$ cat config.mk
export PLATFORM = sky130hd
export DESIGN_NAME = afc_ctrl
export DESIGN_NICKNAME = d
export VERILOG_FILES = /design/src/afc_pkg.sv /design/src/afc_countdown.sv /design/src/afc_ctrl.sv
export VERILOG_INCLUDE_DIRS = /design/src
export SDC_FILE = /design/constraint.sdc
export NUM_CORES = 1
export LEC_CHECK = 0
export BUFFER_PORTS_ARGS = -buffer_cell sky130_fd_sc_hd__buf_2
export CORE_ASPECT_RATIO = 1.2
export CORE_MARGIN = 2
export CORE_UTILIZATION = 50
export CTS_CLUSTER_SIZE = 10
export DETAILED_ROUTE_END_ITERATION = 10
export PLACE_DENSITY = 0.76
export SLEW_MARGIN = 20
export SYNTH_ARGS = -nofsm -noshare
export SYNTH_HDL_FRONTEND = slang
export SYNTH_HIERARCHICAL = 1
export SYNTH_SLANG_ARGS = --single-unit
$ cat constraint.sdc
create_clock -name pclk -period 1.9 [get_ports pclk]
set_input_delay 0.19 -clock pclk [delete_from_list [all_inputs] [get_ports pclk]]
set_output_delay 0.19 -clock pclk [all_outputs]
set_load 0.01 [all_outputs]
$ cat src/afc_cfg.svh
// Constants for the converter output format and power control block
`ifndef AFC_CFG_SVH
`define AFC_CFG_SVH

// ----------------------------------------------------------------------------
// Register map
// ----------------------------------------------------------------------------
`define AFC_ADDR_W          12
`define AFC_ADDR_CTRL       12'h000
`define AFC_ADDR_STATUS     12'h004
`define AFC_ADDR_OVF_COUNT  12'h008

// Control fields
`define AFC_CTRL_LVL_LO     0
`define AFC_CTRL_LVL_HI     1
`define AFC_CTRL_PD         2
`define AFC_CTRL_OEN        3
`define AFC_CTRL_W          4
`define AFC_CTRL_RST        4'h8

// Status fields
`define AFC_STAT_MODE_LO    0
`define AFC_STAT_MODE_HI    1
`define AFC_STAT_TWOS       2
`define AFC_STAT_DCS        3
`define AFC_STAT_LOCKED     4
`define AFC_STAT_RECOVER    5
`define AFC_STAT_VALID      6
`define AFC_STAT_DRIVE      7

// ----------------------------------------------------------------------------
// Sample coding
// ----------------------------------------------------------------------------
`define AFC_DATA_W          12
`define AFC_CODE_MAX        12'hFFF
`define AFC_CODE_MIN        12'h000
`define AFC_OVF_CNT_W       16

// ----------------------------------------------------------------------------
// Timing
// ----------------------------------------------------------------------------
`define AFC_CLK_PERIOD_NS   10
`define AFC_SLEEP_REC_NS    1000000
`define AFC_SLEEP_REC_CYC   ((`AFC_SLEEP_REC_NS + `AFC_CLK_PERIOD_NS - 1) / `AFC_CLK_PERIOD_NS)
`define AFC_NAP_REC_CYC     100
`define AFC_DCS_RELOCK_CYC  100
`define AFC_CLK_STOP_CYC    64
`define AFC_TMR_W           17

`endif

$ cat src/afc_pkg.sv
// Types for the converter output format and power control block
`default_nettype none

package afc_pkg;

	typedef enum logic [1:0] {
		LVL_GND,
		LVL_THIRD,
		LVL_TWO_THIRDS,
		LVL_VDD
	} afc_level_t;

	typedef enum logic [1:0] {
		PWR_NORMAL,
		PWR_NAP,
		PWR_SLEEP
	} afc_pwr_mode_t;

endpackage : afc_pkg

`default_nettype wire

$ cat src/afc_countdown.sv
// Loadable down counter used for recovery and relock intervals
`include "afc_cfg.svh"
`default_nettype none

module afc_countdown #(
	parameter int CNT_W = `AFC_TMR_W
) (
	input  wire logic             pclk,
	input  wire logic             presetn,
	input  wire logic             load,
	input  wire logic [CNT_W-1:0] load_value,
	input  wire logic             tick,
	output logic                  busy
);

	logic [CNT_W-1:0] count_q;
	logic [CNT_W-1:0] count_d;

	assign count_d = load ? load_value :
	                 (tick && count_q != '0) ? count_q - 1'b1 : count_q;
	assign busy    = count_q != '0;

	always_ff @(posedge pclk or negedge presetn) begin
		if (!presetn) begin
			count_q <= '0;
		end else begin
			count_q <= count_d;
		end
	end

endmodule : afc_countdown

`default_nettype wire

$ cat src/afc_ctrl.sv
// Output coding, output enable and power mode control with APB registers
// Operation
// Ground or third level: offset binary
// Two-thirds or supply level: two's complement
// Stabilizer on only at middle levels
// Overflow flag high when out of range
// Output enable high tri-states all outputs
// Controller avoids toggling enable per sample
// Power-down low gives normal conversion
// Power-down and enable high give sleep
// Samples invalid for milliseconds after sleep
// Power-down high, enable low gives nap
// Nap recovery takes about 100 cycles
// Sleep and nap tri-state all outputs
// Capture ignores samples while invalid
// Twelve bits, MSB inverted, saturate on overflow
// Stabilizer relocks about 100 cycles
`include "afc_cfg.svh"
`default_nettype none

module afc_ctrl #(
	parameter int SLEEP_REC_CYCLES = `AFC_SLEEP_REC_CYC,
	parameter int NAP_REC_CYCLES   = `AFC_NAP_REC_CYC,
	parameter int RELOCK_CYCLES    = `AFC_DCS_RELOCK_CYC,
	parameter int CLK_STOP_CYCLES  = `AFC_CLK_STOP_CYC,
	parameter int TMR_W            = `AFC_TMR_W
) (
	input  wire logic                   pclk,
	input  wire logic                   presetn,
	input  wire logic                   psel,
	input  wire logic                   penable,
	input  wire logic                   pwrite,
	input  wire logic [`AFC_ADDR_W-1:0] paddr,
	input  wire logic [31:0]            pwdata,
	output logic      [31:0]            prdata,
	output logic                        pready,
	output logic                        pslverr,
	input  wire logic                   core_strobe,
	input  wire logic [`AFC_DATA_W-1:0] core_sample,
	input  wire logic                   core_over,
	input  wire logic                   core_under,
	output logic      [`AFC_DATA_W-1:0] sample_word,
	output logic                        sample_word_oe,
	output logic                        overflow_flag,
	output logic                        overflow_flag_oe,
	output logic                        sample_strobe,
	output logic                        data_valid,
	output logic                        dcs_enable,
	output var afc_pkg::afc_pwr_mode_t  power_mode
);

	import afc_pkg::*;

	// ------------------------------------------------------------------------
	// Coding function
	// ------------------------------------------------------------------------
	function automatic logic [`AFC_DATA_W-1:0] afc_code(
		input logic [`AFC_DATA_W-1:0] raw,
		input logic                   over,
		input logic                   under,
		input logic                   twos
	);
		logic [`AFC_DATA_W-1:0] ob;
		ob = over ? `AFC_CODE_MAX : (under ? `AFC_CODE_MIN : raw);
		afc_code = twos ? {~ob[`AFC_DATA_W-1], ob[`AFC_DATA_W-2:0]} : ob;
	endfunction : afc_code

	// ------------------------------------------------------------------------
	// Registers
	// ------------------------------------------------------------------------
	afc_level_t                 level_q;
	logic                       pd_q;
	logic                       oen_q;
	logic [`AFC_OVF_CNT_W-1:0]  ovf_cnt_q;
	logic [`AFC_OVF_CNT_W-1:0]  ovf_cnt_d;
	logic [31:0]                prdata_q;
	logic                       pready_q;
	logic                       pslverr_q;
	logic [`AFC_DATA_W-1:0]     sample_word_q;
	logic                       sample_word_oe_q;
	logic                       overflow_flag_q;
	logic                       overflow_flag_oe_q;
	logic                       sample_strobe_q;
	logic                       data_valid_q;
	logic                       dcs_enable_q;
	afc_pwr_mode_t              mode_q;
	afc_pwr_mode_t              mode_d;
	logic [TMR_W-1:0]           gap_q;
	logic                       stopped_q;

	// ------------------------------------------------------------------------
	// APB decode
	// ------------------------------------------------------------------------
	wire        setup_ph  = psel & ~penable;
	wire        access_ph = psel & penable & pready_q;
	wire        hit_ctrl  = paddr == `AFC_ADDR_CTRL;
	wire        hit_stat  = paddr == `AFC_ADDR_STATUS;
	wire        hit_ovf   = paddr == `AFC_ADDR_OVF_COUNT;
	wire        mapped    = hit_ctrl | hit_stat | hit_ovf;
	wire        ctrl_wr   = access_ph & pwrite & hit_ctrl;
	wire        ovf_clr   = access_ph & pwrite & hit_ovf;

	wire        twos_sel  = level_q == LVL_TWO_THIRDS || level_q == LVL_VDD;
	wire        rec_busy;
	wire        relock_busy;
	wire [31:0] ctrl_rd   = {28'h0000000, oen_q, pd_q, level_q};
	wire [31:0] stat_rd   = {24'h000000, sample_word_oe_q, data_valid_q, rec_busy,
	                         ~relock_busy, dcs_enable_q, twos_sel, mode_q};
	wire [31:0] ovf_rd    = {16'h0000, ovf_cnt_q};
	wire [31:0] rd_mux    = hit_ctrl ? ctrl_rd :
	                        hit_stat ? stat_rd :
	                        hit_ovf  ? ovf_rd  : 32'h00000000;

	// ------------------------------------------------------------------------
	// Format and mode decode
	// ------------------------------------------------------------------------
	wire        dcs_d     = level_q == LVL_THIRD || level_q == LVL_TWO_THIRDS;
	wire        normal_d  = mode_d == PWR_NORMAL;
	wire        drive_d   = normal_d & ~oen_q;
	wire        take      = core_strobe & normal_d;
	wire        out_range = core_over | core_under;

	// Power mode from the power-down and enable bits
	assign mode_d = !pd_q ? PWR_NORMAL :
	                oen_q ? PWR_SLEEP  :
	                        PWR_NAP;

	// ------------------------------------------------------------------------
	// Recovery after nap or sleep
	// ------------------------------------------------------------------------
	logic [TMR_W-1:0] rec_value;
	wire              rec_load = mode_q != PWR_NORMAL && normal_d;

	always_comb begin
		case (mode_q)
			PWR_SLEEP: rec_value = TMR_W'(SLEEP_REC_CYCLES);
			PWR_NAP:   rec_value = TMR_W'(NAP_REC_CYCLES);
			default:   rec_value = '0;
		endcase
	end

	afc_countdown #(
		.CNT_W      (TMR_W)
	) u_rec_timer (
		.pclk       (pclk),
		.presetn    (presetn),
		.load       (rec_load),
		.load_value (rec_value),
		.tick       (1'b1),
		.busy       (rec_busy)
	);

	// ------------------------------------------------------------------------
	// Stabilizer relock after turn-on or a stopped clock
	// ------------------------------------------------------------------------
	wire dcs_rise    = dcs_d & ~dcs_enable_q;
	wire relock_load = dcs_d & (dcs_rise | (core_strobe & stopped_q));
	wire gap_full    = gap_q == TMR_W'(CLK_STOP_CYCLES);

	afc_countdown #(
		.CNT_W      (TMR_W)
	) u_relock_timer (
		.pclk       (pclk),
		.presetn    (presetn),
		.load       (relock_load),
		.load_value (TMR_W'(RELOCK_CYCLES)),
		.tick       (core_strobe),
		.busy       (relock_busy)
	);

	// Samples count as valid only outside every recovery interval
	wire valid_d = normal_d & ~rec_busy & ~rec_load &
	               ~(dcs_d & (relock_busy | relock_load));

	// Overflow event count, saturating; an event beats a clear
	wire ovf_event = take & out_range;
	wire ovf_full  = ovf_cnt_q == '1;
	assign ovf_cnt_d = ovf_event ? (ovf_full ? ovf_cnt_q : ovf_cnt_q + 1'b1) :
	                   ovf_clr   ? '0 : ovf_cnt_q;

	// ------------------------------------------------------------------------
	// Clocked state
	// ------------------------------------------------------------------------
	always_ff @(posedge pclk or negedge presetn) begin
		if (!presetn) begin
			level_q <= LVL_GND;
			pd_q    <= 1'b0;
			oen_q   <= 1'b1;
		end else if (ctrl_wr) begin
			level_q <= afc_level_t'(pwdata[`AFC_CTRL_LVL_HI:`AFC_CTRL_LVL_LO]);
			pd_q    <= pwdata[`AFC_CTRL_PD];
			oen_q   <= pwdata[`AFC_CTRL_OEN];
		end
	end

	always_ff @(posedge pclk or negedge presetn) begin
		if (!presetn) begin
			pready_q  <= 1'b0;
			pslverr_q <= 1'b0;
			prdata_q  <= 32'h00000000;
			ovf_cnt_q <= '0;
		end else begin
			pready_q  <= setup_ph;
			pslverr_q <= setup_ph & ~mapped;
			prdata_q  <= (setup_ph & ~pwrite) ? rd_mux : 32'h00000000;
			ovf_cnt_q <= ovf_cnt_d;
		end
	end

	always_ff @(posedge pclk or negedge presetn) begin
		if (!presetn) begin
			sample_word_q <= `AFC_CODE_MIN;
			overflow_flag_q <= 1'b0;
		end else if (take) begin
			sample_word_q   <= afc_code(core_sample, core_over, core_under, twos_sel);
			overflow_flag_q <= out_range;
		end
	end

	always_ff @(posedge pclk or negedge presetn) begin
		if (!presetn) begin
			sample_word_oe_q   <= 1'b0;
			overflow_flag_oe_q <= 1'b0;
			sample_strobe_q    <= 1'b0;
			data_valid_q       <= 1'b0;
			dcs_enable_q       <= 1'b0;
			mode_q             <= PWR_NORMAL;
		end else begin
			sample_word_oe_q   <= drive_d;
			overflow_flag_oe_q <= drive_d;
			sample_strobe_q    <= take;
			data_valid_q       <= valid_d;
			dcs_enable_q       <= dcs_d;
			mode_q             <= mode_d;
		end
	end

	always_ff @(posedge pclk or negedge presetn) begin
		if (!presetn) begin
			gap_q     <= '0;
			stopped_q <= 1'b0;
		end else begin
			gap_q     <= core_strobe ? '0 : (gap_full ? gap_q : gap_q + 1'b1);
			stopped_q <= core_strobe ? 1'b0 : (stopped_q | gap_full);
		end
	end

	// ------------------------------------------------------------------------
	// Outputs
	// ------------------------------------------------------------------------
	assign prdata           = prdata_q;
	assign pready           = pready_q;
	assign pslverr          = pslverr_q;
	assign sample_word      = sample_word_q;
	assign sample_word_oe   = sample_word_oe_q;
	assign overflow_flag    = overflow_flag_q;
	assign overflow_flag_oe = overflow_flag_oe_q;
	assign sample_strobe    = sample_strobe_q;
	assign data_valid       = data_valid_q;
	assign dcs_enable       = dcs_enable_q;
	assign power_mode       = mode_q;

	// ------------------------------------------------------------------------
	// Checks
	// ------------------------------------------------------------------------
	a_offset_format: assert property (
		@(posedge pclk) disable iff (!presetn)
		take && !out_range && !twos_sel |=> sample_word_q == $past(core_sample)
	) else $error("offset binary word differs from core sample");

	a_twos_format: assert property (
		@(posedge pclk) disable iff (!presetn)
		take && !out_range && twos_sel |=>
			sample_word_q == {~$past(core_sample[`AFC_DATA_W-1]),
			                  $past(core_sample[`AFC_DATA_W-2:0])}
	) else $error("two's complement word is not MSB-inverted sample");

	a_dcs_levels: assert property (
		@(posedge pclk) disable iff (!presetn)
		(level_q == LVL_GND || level_q == LVL_VDD) ##1 $stable(level_q) |-> !dcs_enable_q
	) else $error("stabilizer enabled at an outer level");

	a_overflow_flag: assert property (
		@(posedge pclk) disable iff (!presetn)
		take |=> overflow_flag_q == ($past(core_over) || $past(core_under))
	) else $error("overflow flag does not follow range");

	a_saturate_high: assert property (
		@(posedge pclk) disable iff (!presetn)
		take && core_over |=> sample_word_q == ($past(twos_sel) ? 12'h7FF : `AFC_CODE_MAX)
	) else $error("over-range word not saturated");

	a_saturate_low: assert property (
		@(posedge pclk) disable iff (!presetn)
		take && core_under && !core_over |=>
			sample_word_q == ($past(twos_sel) ? 12'h800 : `AFC_CODE_MIN)
	) else $error("under-range word not saturated");

	a_power_hiz: assert property (
		@(posedge pclk) disable iff (!presetn)
		mode_q != PWR_NORMAL |-> !sample_word_oe_q && !overflow_flag_oe_q
	) else $error("outputs driven in nap or sleep");

	a_ovf_count: assert property (
		@(posedge pclk) disable iff (!presetn)
		ovf_event && !ovf_full |=> ovf_cnt_q == $past(ovf_cnt_q) + 1'b1
	) else $error("overflow count missed an event");

	a_oe_hiz: assert property (
		@(posedge pclk) disable iff (!presetn)
		oen_q |=> !sample_word_oe_q && !overflow_flag_oe_q
	) else $error("outputs driven while enable is high");

	a_sleep_entry: assert property (
		@(posedge pclk) disable iff (!presetn)
		pd_q && oen_q |=> mode_q == PWR_SLEEP && !sample_word_oe_q
	) else $error("sleep not entered");

	a_nap_entry: assert property (
		@(posedge pclk) disable iff (!presetn)
		pd_q && !oen_q |=> mode_q == PWR_NAP && !overflow_flag_oe_q
	) else $error("nap not entered or outputs driven");

	a_normal_run: assert property (
		@(posedge pclk) disable iff (!presetn)
		!pd_q && !oen_q |=> mode_q == PWR_NORMAL && sample_word_oe_q
	) else $error("normal operation not driving outputs");

	a_sleep_invalid: assert property (
		@(posedge pclk) disable iff (!presetn)
		mode_q == PWR_SLEEP && normal_d |=> !data_valid_q [*8]
	) else $error("data valid too soon after sleep");

	a_nap_recover: assert property (
		@(posedge pclk) disable iff (!presetn)
		mode_q == PWR_NAP && normal_d && !dcs_d |=>
			!data_valid_q [*8] ##[1:100] (data_valid_q || pd_q || dcs_d)
	) else $error("nap recovery outside expected interval");

	a_apb_ready: assert property (
		@(posedge pclk) disable iff (!presetn)
		setup_ph |=> pready_q ##1 !pready_q
	) else $error("APB ready not a single access cycle");

endmodule : afc_ctrl

`default_nettype wire

==> out/metrics.cfg <==
[flow_run]
drv_cap=0

[critical_path]
timing.critical_path.required_ns=2.17
critical_path_class=flop to flop
arrival_ns=2.25
crit_chain=or4_4, or3_4, or4_1, a31oi_1
start_kind=flop
slowest_stage=or4_4
cp.buffers_inverters=0
worstPathMaxFanout=2
slowest_delay_ns=0.54
path_delay_family=simple AND/OR/NAND/NOR gates
endpoint_kind=flop

[placement]
gp_congestion=0.956
port_buffers=73
dp_cells=930
hpwl_mm=10.3

[cts]
clkSinkCount=109
clockBufferDepth=2
clk_latency_ns=0.35
cts_buffers=9
cts_tree=done
htreeDepth=3
root_buffer=clkbuf_16
clk_pin_slew_ns=0.07

[finish]
synthToLayoutAreaGrowth_pct=24.8
final_util_pct=63.7
finalNetCount=865
instances_no_fill=953
drive_above_1_share_pct=25.8
insertedDiodeCount=0

[die]
die_w_microns=103
die_h_microns=123
initial_core_util_pct=51.1
fp-row-count=43
ios=118
core_sq_um=11500
die_area_sq_um=12700

[yosys]
synth_compound_area_share_pct=13.0
seq_area_frac_synth_pct=46.4
synth_fa_ha_area_share_pct=2.13
synth_common_cells=dfrtp_1, nor2_1, nand2_1, o21ai_0, inv_1
synthTopCellsByArea=dfrtp_1, nor2_1, nand2_1
synth_top_area_share_pct=45.9
synthArstFlopShare_pct=100
synthSimpleGateAreaFrac_pct=27.3
avgSynthCellArea_sq_um=9.24
synth_edf_count=0
synth_top_family_by_area=simple AND/OR/NAND/NOR gates
synth_most_common_cell=dfrtp_1
synth_xor_area_share_pct=2.83
ys_seq_elements=109
synth_area_sq_um=5880
synth_mux_area_share_pct=1.60
syn-instance-count=637
yosysWarnings=6
synth_cell_types=60
ys.flop_type=dfrtp_1
synth.largest_area_cell=dfrtp_1

[detailed_routing]
post_drt_via_cell_ratio=5.57
initialDrtViolationCount=284
drt_pass1_iterations=5
route.detailed.drc=0
wl_per_cell_microns=15.0
drt-total-wl_mm=14.3
dr_total_vias=5308
ant_nets=0

[timing]
period_share_pct=104
finalMaxSlewViolations=0
finalSetupViolCount=2
hold_violations=0
grt_setup_unrepaired=true
setup_slack_ns=-0.0818
fin_setup_tns_ns=-0.136
finalCriticalPeriod_ns=1.98
final.setup_skew_ns=0.0118
fmax_mhz=505

[grt]
grt_usage_pct=23.0
grt_pass1_vias=5155
overflow=0
grt_max_degree=35
antenna_found_initial=0
grt_pass1_wl_mm=23.1

[status]
violations=setup timing
status=complete, but fails checks

[power]
p_per_area_nw_per_um2=830
ir_drop_uv=467
power.leakage_nw=3.33

[worst_hold_path]
hp-class=input port to flop

==> worst paths after layout <==
check                                                    from                             endpoint  slack (ns)  cells past startpoint
min                                                 pwdata[2]                     pd_q$_DFFE_PN0P_        0.07                      2
max                        u_rec_timer/count_q[9]$_DFFE_PN0P_  u_rec_timer/count_q[13]$_DFFE_PN0P_       -0.08                      4
max in group asynchronous                             presetn           sample_word[8]$_DFFE_PN0P_        0.97                      3
min in group asynchronous                             presetn                 gap_q[2]$_DFFE_PN0P_        0.32                      2
max reg2reg                u_rec_timer/count_q[9]$_DFFE_PN0P_  u_rec_timer/count_q[13]$_DFFE_PN0P_       -0.08                      4
min reg2reg                         overflow_flag$_DFFE_PN0P_            overflow_flag$_DFFE_PN0P_        0.48                      2
==> final cells by class <==
type,count,area [sq um]
Fill cell,946,4170
Multi-Input combinational cell,499,3060
Sequential cell,109,2730
Timing Repair Buffer,142,921
Clock buffer,12,256
Tap cell,157,196
Inverter,29,113
Clock inverter,4,53.8
Timing Repair inverter,1,7.51
==> state kept, by name (all words and copies together) (netlist names), 2 cells and up <==
register / flops
sample_word: 12
ovf_cnt_q: 16
prdata: 16
u_rec_timer/count_q: 17
gap_q: 17
u_relock_timer/count_q: 17
level_q: 2
power_mode: 2
==> cells in the final DEF (no fill, tap or decap), types with 20 or more instances in the layout <==
master and count:
nand4_1 20, nand3_1 24, inv_1 25, conb_1 47
dfrtp_1 106, a31oi_1 22, o21ai_0 34, nor2_1 73
nand2_1 53, a21oi_1 26, buf_4 65, buf_2 72
==> cell families after synthesis <==
| family | count (synthesis) |
|---|---|
| multiplexers | 9 |
| AND/OR/NAND/NOR | 291 |
| other | 2 |
| adder cells (fa/ha/maj) | 10 |
| XOR/XNOR | 19 |
| AO/OA/AOI/OAI | 123 |
| buffers and inverters | 74 |
| flip-flops | 109 |
==> layer usage <==
metal	global-route usage (%)	wire length [microns]	vias up
li1	-	-	2545
met1	28.0	5920	2529
met2	39.3	7040	196
met3	5.07	991	38
met4	8.96	319	0
met5	0	0	-
==> metrics by stage <==
| step | power [W] | hold WS [ns] | setup slack (ns) | area (sq um) |
|---|---|---|---|---|
| 6_report | 0.00609 | 0.0736 | -0.0818 | 7340 |
| 3_5_place_dp | 0.00406 | 0.165 | -0.121 | 6840 |
| 4_1_cts | 0.00601 | 0.0640 | -0.0993 | 7190 |
| 3_3_place_gp | 0.00399 | 0.166 | -0.0752 | 6840 |
| 2_1_floorplan | 0.00353 | -0.106 | -0.0769 | 6060 |
| 5_1_grt | 0.00639 | 0.0821 | -0.159 | 7340 |
==> worst reg2reg max path: cells and delay by family (launching register included) <==
family | cells | cell delay (ns)
simple gates | 3 | 1.35
flops | 1 | 0.38
compound gates | 1 | 0.18
==> where the power goes <==
part | internal [W] | switching, W | total, W | leakage (nW)
Sequential | 0.00257 | 0.000312 | 0.00288 | 1.35
Clock | 0.00110 | 0.000838 | 0.00194 | 0.145
Combinational | 0.000607 | 0.000663 | 0.00127 | 1.83
==> what timing repair did <==
action                                 in CTS  in global routing
gates resized for setup                     4                 28
setup endpoints to repair                  10                 33
endpoints found under the hold margin      29                  0
gates cloned                                0                  1
hold buffers                                1                  0
buffers inserted                            1                  4
pin swaps                                   3                 12
(Power assumes the default switching activity.)
